$ cat config.mk
export PLATFORM = sky130hd
export DESIGN_NAME = cmdac_top
export DESIGN_NICKNAME = d
export VERILOG_FILES = /design/src/pkg/cmdac_pkg.sv /design/src/hdl/cmdac_top.sv
export SDC_FILE = /design/constraint.sdc
export NUM_CORES = 1
export LEC_CHECK = 0
export BUFFER_PORTS_ARGS = -buffer_cell sky130_fd_sc_hd__buf_2
export CAP_MARGIN = 20
export CORE_MARGIN = 2
export CORE_UTILIZATION = 45
export DETAILED_ROUTE_END_ITERATION = 16
export GPL_TIMING_DRIVEN = 0
export PLACE_DENSITY = 0.79
export SLEW_MARGIN = 20
export SYNTH_ARGS = -nofsm -noshare
export SYNTH_HDL_FRONTEND = slang
export SYNTH_SLANG_ARGS = --single-unit
export TNS_END_PERCENT = 1
$ cat constraint.sdc
create_clock -name pclk -period 4.5 [get_ports pclk]
set_clock_uncertainty 0.2 [all_clocks]
set_input_delay 0 -clock pclk [delete_from_list [all_inputs] [get_ports pclk]]
set_output_delay 0 -clock pclk [all_outputs]
set_load 0.005 [all_outputs]
$ cat src/pkg/cmdac_pkg.sv
package cmdac_pkg;

  // Register indices; byte address is four times the index
  localparam logic [7:0]  SETUP_IDX      = 8'h06;
  localparam logic [7:0]  DIAG_IDX       = 8'h08;
  localparam logic [7:0]  RESULT_IDX     = 8'h09;
  localparam logic [7:0]  IRQ_STAT_IDX   = 8'h0a;
  localparam logic [7:0]  IRQ_EN_IDX     = 8'h0b;
  localparam logic [7:0]  IRQ_CLR_IDX    = 8'h0c;

  // Converter setup field positions
  localparam int          AVG_LSB        = 12;
  localparam int          KICK_BIT       = 11;
  localparam int          GAIN_LSB       = 8;
  localparam int          CLEAR_BIT      = 7;
  localparam int          RES_A_LSB      = 4;
  localparam int          RES_B_LSB      = 2;
  localparam int          RES_2_LSB      = 0;
  localparam logic [15:0] SETUP_RESET    = 16'h0417;

  // Diagnostic switch field positions
  localparam int          FCHK_BIT       = 0;
  localparam int          ODD_T_BIT      = 1;
  localparam int          EVEN_T_BIT     = 2;
  localparam int          ODD_B_BIT      = 3;
  localparam int          EVEN_B_BIT     = 4;

  // Interrupt status bits
  localparam int          IRQ_DONE_BIT   = 0;
  localparam int          IRQ_CLR_BIT    = 1;
  localparam int          IRQ_W          = 2;

  // Largest averaging code; codes above it take one sample
  localparam logic [3:0]  AVG_MAX_CODE   = 4'h8;

  typedef struct packed {
    logic even_balance_probe_switch;
    logic odd_balance_probe_switch;
    logic even_terminal_probe_switch;
    logic odd_terminal_probe_switch;
    logic terminal_fault_check_enable;
  } cmdac_diag_t;

  typedef struct packed {
    logic [2:0] amp_gain_select;
    logic [1:0] first_converter_a_resolution;
    logic [1:0] first_converter_b_resolution;
    logic [1:0] second_converter_resolution;
  } cmdac_cfg_t;

  typedef enum logic {CMDAC_IDLE, CMDAC_RUN} cmdac_state_t;

endpackage : cmdac_pkg

$ cat src/hdl/cmdac_top.sv
`timescale 1ns/1ns
// What this block does
// - Fault check enable bit 0 disables, 1 enables terminal over/undervoltage check.
// - Odd terminal probe bit 0 opens, 1 closes odd terminal switches.
// - Even terminal probe bit 0 opens, 1 closes even terminal switches.
// - Odd balance probe bit 0 opens, 1 closes odd balance switches.
// - Even balance probe bit 0 opens, 1 closes even balance switches.
// - Setup register holds averaging, gain and resolution for all converters.
// - Kickoff bit 11 starts conversion; reads busy flag; bit 7 reads 0.
// - Codes 0001 to 1000 average 2 to 256; others disable averaging.
// - Writing kickoff 1 while idle pulses a start; 0 leaves a running sequence alone.
// - Busy flag reads 1 during a conversion and 0 once complete.
// - Writing charge clear 1 pulses a counter clear; 0 does nothing.
module cmdac_top #(
  parameter int DATA_W = 16
) (
  input  wire logic                 pclk,
  input  wire logic                 presetn,
  input  wire logic                 psel,
  input  wire logic                 penable,
  input  wire logic                 pwrite,
  input  wire logic [11:0]          paddr,
  input  wire logic [31:0]          pwdata,
  output logic      [31:0]          prdata,
  output logic                      pready,
  output logic                      pslverr,
  input  wire logic                 sample_valid,
  input  wire logic [DATA_W-1:0]    sample_data,
  input  wire logic [2:0]           amp_gain_report,
  output cmdac_pkg::cmdac_diag_t    diag_sw,
  output cmdac_pkg::cmdac_cfg_t     conv_cfg,
  output logic                      conv_start,
  output logic                      conv_busy,
  output logic      [DATA_W-1:0]    conv_result,
  output logic                      charge_counter_clear,
  output logic                      irq
);

  ////////////////////////////////////////////////////////////////////////////
  // Bus decode

  logic                    setup_phase;
  logic                    wr_en;
  logic [7:0]              idx;
  logic                    hit_setup;
  logic                    hit_diag;
  logic                    hit_result;
  logic                    hit_stat;
  logic                    hit_en;
  logic                    hit_clr;
  logic                    mapped;
  logic                    wr_setup;
  logic                    wr_diag;
  logic                    kick;
  logic                    cc_clr;

  assign setup_phase = psel && !penable;
  assign wr_en       = psel && penable && pwrite && pready;
  assign idx         = paddr[9:2];
  assign hit_setup   = (paddr[1:0] == 2'h0) && (idx == cmdac_pkg::SETUP_IDX);
  assign hit_diag    = (paddr[1:0] == 2'h0) && (idx == cmdac_pkg::DIAG_IDX);
  assign hit_result  = (paddr[1:0] == 2'h0) && (idx == cmdac_pkg::RESULT_IDX);
  assign hit_stat    = (paddr[1:0] == 2'h0) && (idx == cmdac_pkg::IRQ_STAT_IDX);
  assign hit_en      = (paddr[1:0] == 2'h0) && (idx == cmdac_pkg::IRQ_EN_IDX);
  assign hit_clr     = (paddr[1:0] == 2'h0) && (idx == cmdac_pkg::IRQ_CLR_IDX);
  assign mapped      = (paddr[11:10] == 2'h0) && (hit_setup || hit_diag || hit_result || hit_stat || hit_en || hit_clr);
  assign wr_setup    = wr_en && hit_setup && (paddr[11:10] == 2'h0);
  assign wr_diag     = wr_en && hit_diag && (paddr[11:10] == 2'h0);
  // Kickoff and counter clear are strobes, not stored bits
  assign kick        = wr_setup && pwdata[cmdac_pkg::KICK_BIT];
  assign cc_clr      = wr_setup && pwdata[cmdac_pkg::CLEAR_BIT];

  ////////////////////////////////////////////////////////////////////////////
  // Stored registers

  logic [3:0]              avg_q;
  cmdac_pkg::cmdac_cfg_t   cfg_q;
  cmdac_pkg::cmdac_diag_t  diag_q;
  logic [2:0]              gain_rpt_q;

  always_ff @(posedge pclk or negedge presetn)
  begin
    if (!presetn)
    begin
      avg_q <= cmdac_pkg::SETUP_RESET[cmdac_pkg::AVG_LSB +: 4];
      cfg_q <= cmdac_pkg::cmdac_cfg_t'({cmdac_pkg::SETUP_RESET[10:8], cmdac_pkg::SETUP_RESET[5:0]});
    end
    else if (wr_setup)
    begin
      avg_q <= pwdata[cmdac_pkg::AVG_LSB +: 4];
      cfg_q <= cmdac_pkg::cmdac_cfg_t'({pwdata[cmdac_pkg::GAIN_LSB +: 3], pwdata[5:0]});
    end
  end

  always_ff @(posedge pclk or negedge presetn)
  begin
    if (!presetn)
      diag_q <= '0;
    else if (wr_diag)
      diag_q <= cmdac_pkg::cmdac_diag_t'(pwdata[4:0]);
  end

  // Gain report comes from the amplifier path; sampled so reads are stable
  always_ff @(posedge pclk or negedge presetn)
  begin
    if (!presetn)
      gain_rpt_q <= 3'h0;
    else
      gain_rpt_q <= amp_gain_report;
  end

  assign diag_sw  = diag_q;
  assign conv_cfg = cfg_q;

  ////////////////////////////////////////////////////////////////////////////
  // Conversion sequencer with averaging

  function automatic logic [3:0] avg_shift(input logic [3:0] code);
    avg_shift = (code <= cmdac_pkg::AVG_MAX_CODE) ? code : 4'h0;
  endfunction : avg_shift

  cmdac_pkg::cmdac_state_t state_q;
  logic [3:0]              shift_q;
  logic [8:0]              cnt_q;
  logic [DATA_W+7:0]       acc_q;
  logic [DATA_W-1:0]       result_q;
  logic                    start_q;
  logic                    clear_q;
  logic [8:0]              target;
  logic [DATA_W+7:0]       acc_sum;
  logic                    last_smp;
  logic                    done;

  assign target   = 9'(9'h001 << shift_q);
  assign acc_sum  = acc_q + (DATA_W+8)'(sample_data);
  assign last_smp = (state_q == cmdac_pkg::CMDAC_RUN) && sample_valid && (cnt_q == 9'(target - 9'h001));
  assign done     = last_smp;

  always_ff @(posedge pclk or negedge presetn)
  begin
    if (!presetn)
    begin
      state_q  <= cmdac_pkg::CMDAC_IDLE;
      shift_q  <= 4'h0;
      cnt_q    <= 9'h000;
      acc_q    <= '0;
      result_q <= '0;
    end
    else
    begin
      case (state_q)
        cmdac_pkg::CMDAC_IDLE:
        begin
          // A kickoff while running is ignored: the sequence is not restarted
          if (kick)
          begin
            state_q <= cmdac_pkg::CMDAC_RUN;
            shift_q <= avg_shift(pwdata[cmdac_pkg::AVG_LSB +: 4]);
            cnt_q   <= 9'h000;
            acc_q   <= '0;
          end
        end
        cmdac_pkg::CMDAC_RUN:
        begin
          if (sample_valid)
          begin
            acc_q <= acc_sum;
            cnt_q <= 9'(cnt_q + 9'h001);
            if (last_smp)
            begin
              result_q <= DATA_W'(acc_sum >> shift_q);
              state_q  <= cmdac_pkg::CMDAC_IDLE;
            end
          end
        end
        default:
          state_q <= cmdac_pkg::CMDAC_IDLE;
      endcase
    end
  end

  // Strobes to the measurement path and the charge counter
  always_ff @(posedge pclk or negedge presetn)
  begin
    if (!presetn)
    begin
      start_q <= 1'b0;
      clear_q <= 1'b0;
    end
    else
    begin
      start_q <= kick && (state_q == cmdac_pkg::CMDAC_IDLE);
      clear_q <= cc_clr;
    end
  end

  assign conv_start           = start_q;
  assign conv_busy            = (state_q == cmdac_pkg::CMDAC_RUN);
  assign conv_result          = result_q;
  assign charge_counter_clear = clear_q;

  ////////////////////////////////////////////////////////////////////////////
  // Interrupts

  logic [cmdac_pkg::IRQ_W-1:0] stat_q;
  logic [cmdac_pkg::IRQ_W-1:0] en_q;
  logic [cmdac_pkg::IRQ_W-1:0] ev;
  logic [cmdac_pkg::IRQ_W-1:0] clr;
  logic                        irq_q;

  assign ev  = {cc_clr, done};
  assign clr = (wr_en && hit_clr && (paddr[11:10] == 2'h0)) ? pwdata[cmdac_pkg::IRQ_W-1:0] : '0;

  // An event in the clearing cycle survives the clear
  always_ff @(posedge pclk or negedge presetn)
  begin
    if (!presetn)
    begin
      stat_q <= '0;
      en_q   <= '0;
      irq_q  <= 1'b0;
    end
    else
    begin
      stat_q <= (stat_q & ~clr) | ev;
      if (wr_en && hit_en && (paddr[11:10] == 2'h0))
        en_q <= pwdata[cmdac_pkg::IRQ_W-1:0];
      irq_q  <= |(((stat_q & ~clr) | ev) & en_q);
    end
  end

  assign irq = irq_q;

  ////////////////////////////////////////////////////////////////////////////
  // Read path: data and ready are loaded in the setup cycle, so no wait states

  logic [31:0] rd_mux;
  logic [15:0] setup_rd;
  logic [31:0] prdata_q;
  logic        pready_q;
  logic        pslverr_q;

  assign setup_rd = {avg_q, conv_busy, gain_rpt_q, 1'b0, 1'b0, cfg_q[5:0]};
  assign rd_mux   = !mapped   ? 32'h0000_0000 :
                    hit_setup ? {16'h0000, setup_rd} :
                    hit_diag  ? {27'h0000000, diag_q} :
                    hit_result ? 32'(result_q) :
                    hit_stat  ? {30'h00000000, stat_q} :
                    hit_en    ? {30'h00000000, en_q} :
                    32'h0000_0000;

  always_ff @(posedge pclk or negedge presetn)
  begin
    if (!presetn)
    begin
      prdata_q  <= 32'h0000_0000;
      pready_q  <= 1'b0;
      pslverr_q <= 1'b0;
    end
    else
    begin
      prdata_q  <= (setup_phase && !pwrite) ? rd_mux : 32'h0000_0000;
      pready_q  <= setup_phase;
      pslverr_q <= setup_phase && !mapped;
    end
  end

  assign prdata  = prdata_q;
  assign pready  = pready_q;
  assign pslverr = pslverr_q;
endmodule : cmdac_top

==> metrics.md <==
| Metric | Value |
|---|---|
| GR peak layer | met2 |
| Setup-failing EPs final | 0 |
| Commonest cells post-synth | dfrtp_1, nand2_1, nor2_1 |
| Leakage | 0.003870 uW |
| Post-synth EDFFs | 0 |
| Initial antenna violation count | 0 |
| Die area | 16180 sq um |
| Slew HR | 52.03% |
| Netlist cell types | 83 |
| Clock buffer count from CTS | 9 |
| Util after Layout | 55.51% |
| CTS Buffer Depth | 2 |
| DRC Markers | 0 |
| CP Launch Type | register |
| Yosys top cell area share | a little over a third |
| Clock sink count | 100 |
| Pins Over Slew Limit | 0 |
| RSZ-0062 raised after global routing | yes |
| Ys flop type | dfrtp_1 |
| Grt met2 use | 42.69% |
| TritonCTS clock tree | done |
| CTS root buffer | clkbuf_16 |
| Min cycle time layout | 4.267 ns |
| Period utilization | between 90% and 100% |
| Synth Instances | 749 |
| Dpl hpwl | 15380 um |
| Mapped Area | 6830 sq um |
| Drt wl/cell | 19.29 um |
| I/O pin cnt | 137 |
| GRT overflow | 0 |
| Setup CP Type | reg2reg |
| Via density | 6.158 |
| Most common cell in the netlist | dfrtp_1 |
| Status | finished clean |
| Seq/Total Area, Yosys | 36.73% |
| Final Hold Vio Count | 0 |
| Number of global-route vias before repair | 6509 |
| Worst Hold Launch | sample_data[2] |
| First-pass GRT wire length | 34400 um |
| Worst R2R Setup Slack | 0.23 ns |
| Core Area | 15030 sq um |
| Final Worst Setup Slack | 0.2330 ns |
| Clock latency on the worst-skew pair | ~0.36 ns |
| Post-detailed-route count of antenna-violating nets | 0 |
| Area grow syn2layout | 22.18% |
| Die Height | 127.2 um |
| GPL Wtd Cong | 0.9571 |
| Maxcap violations | 0 |
| Hold path endpoint | acc_q[2] |
| Worst slack, placed | -0.2197 ns |
| Via count | roughly 6800 |
| Gr usage total | 26.73% |
| Reg2reg start | shift_q[1] |
| Critical Path RT | between 4 and 5 ns |
| Top post-synthesis cells by area | dfrtp_1, mux4_2, o21ai_0 |
| Fmax | 0.2344 GHz |
| Met3 usage in global routing | 3.769% |
| Fraction of layout cells with a size suffix above 1 | 23.26% |
| Min-Delay Path Class | in2reg |
| Drt total wl | 21390 um |
| Post-synth ARST share | 100.0% |
| Rows | 45 |
| Syn Area/Cell | roughly 9.1 sq um |
| Largest net degree at the start of global routing | 69 |
| H-tree depth | 3 |
| FF+latch count, synth | 100 |
| Chip width | between 100 and 150 um |
| WHS Path Cells | 4 |
| Starting Density | 45.43% |
| CP arrival | 4.37 ns |
| CP Capture Type | register |
| Clk pin slew, worst setup/hold paths | 0.07 ns |
| Buffers on Ports | 101 |
| Post-layout net count | 1003 |
| Max VDD drop | 0.1607 mV |
| Overall power | 1851 uW |
| RR Endpoint | conv_result[1] |
| Met1 global-route usage | between 30% and 40% |
| Worst-case reg-to-reg path depth | 16 |
| Power Dens Cells | 221.8 nW/um^2 |
| Warnings from Yosys | 0 |
| Worst-path fanout max | 10 |
| Detailed Route Iter0 Violations | between 600 and 700 |
| First-pass DRT Iterations | 5 |
| Worst Tran Pin Value | 0.7141 ns |
| Synth area leader | dfrtp_1 |
==> worst max-delay path, stage by stage, from the launching register on <==
cell and delay, ns:
dfrtp_1 0.40, buf_4 0.18, inv_2 0.21, clkbuf_2 0.31
clkbuf_2 0.30, nand3_1 0.12, ha_1 0.24, clkbuf_1 0.23
xor2_1 0.26, nand3_1 0.10, o21ai_0 0.10, a22o_1 0.16
nand2_1 0.11, or4b_1 0.62, buf_2 0.24, a211oi_1 0.30
a21o_1 0.13
==> layout by cell type (no fill, tap or decap), drive strengths merged, types with 22 or more instances in the layout <==
| cell | n |
|---|---|
| clkbuf | 46 |
| buf | 138 |
| nand3 | 32 |
| dfrtp | 95 |
| a21oi | 30 |
| o21ai | 60 |
| mux2 | 25 |
| dlygate4sd3 | 36 |
| inv | 22 |
| nor2 | 62 |
| nand2 | 76 |
==> state kept, by name, summed over array words and instances (netlist names) <==
signal                count
acc_q                    24
avg_q                     4
charge_counter_clear      1
cnt_q                     9
conv_busy                 1
conv_cfg                  9
conv_result              16
conv_start                1
diag_sw                   5
en_q                      2
gain_rpt_q                3
irq                       1
prdata                   16
pready                    1
pslverr                   1
shift_q                   4
stat_q                    2
==> how the worst max path moves through the flow <==
stage / from / to / slack (ns) / cells past startpoint
floorplan: shift_q[1] / conv_result[0] / 0.85 / 16
CTS: shift_q[1] / conv_result[0] / 0.11 / 16
global route: shift_q[2] / conv_result[1] / -0.07 / 14
detailed placement: shift_q[1] / conv_result[0] / -0.22 / 16
global placement: shift_q[1] / conv_result[0] / -0.17 / 16
finish: shift_q[1] / conv_result[1] / 0.23 / 16
==> cells by family (layout without fill, tap and decap cells) <==
logic type | after synthesis | after routing | share of synthesized area [%]
buf+inv | 89 | 245 | 6.228
xor+xnor | 28 | 28 | 3.590
flops | 100 | 100 | 36.73
mux | 49 | 49 | 10.20
fa+ha+maj | 19 | 19 | 3.590
compound gates | 225 | 225 | 22.92
simple gates | 238 | 238 | 16.69
other cells | 1 | 17 | 0.05490
==> stage by stage <==
stage / setup TNS, ns / hold WS [ns] / cell area [sq um] / std cells
3_3_place_gp: -0.7366 / -0.07672 / 7627 / 1053
5_1_grt: -0.07228 / 0.09045 / 8343 / 1108
6_report: 0 / 0.04259 / 8346 / 1109
3_5_place_dp: -1.104 / -0.2913 / 7661 / 1054
4_1_cts: 0 / 0.02219 / 8333 / 1107
2_1_floorplan: 0 / -0.4956 / 6887 / 764
==> where the power goes <==
part	leakage, uW	total, uW	internal [uW]	switching [uW]
Clock	0.000142	778	385	392
Combinational	0.00238	172	79.8	92.2
Sequential	0.00135	902	901	1.17
Total	0.00387	1850	1370	486
==> metal layers <==
| layer | up-vias | part of all wire [%] |
|---|---|---|
| met5 | - | 0 |
| met4 | 0 | 4.5 |
| met3 | 82 | 8.0 |
| met2 | 363 | 46 |
| met1 | 3290 | 41 |
| li1 | 3094 | - |
==> area by class of cell <==
cell class	instances	area, sq um
flip-flops and latches	100	2509
plain buffers	71	361.6
multi-input cells	575	3961
clock inverters	7	56.30
well taps	188	235.2
fillers	1353	6688
clock buffers	9	225.2
diodes	1	2.502
inverters	18	67.56
repair buffers	140	927.1
==> timing repair <==
action	4_1_cts	5_1_grt
endpoints found under the setup margin	12	18
pin swaps	0	1
buffers inserted	0	1
endpoints found under the hold margin	137	0
resized for setup	2	4
hold buffers	37	0
(Power assumes the default switching activity.)
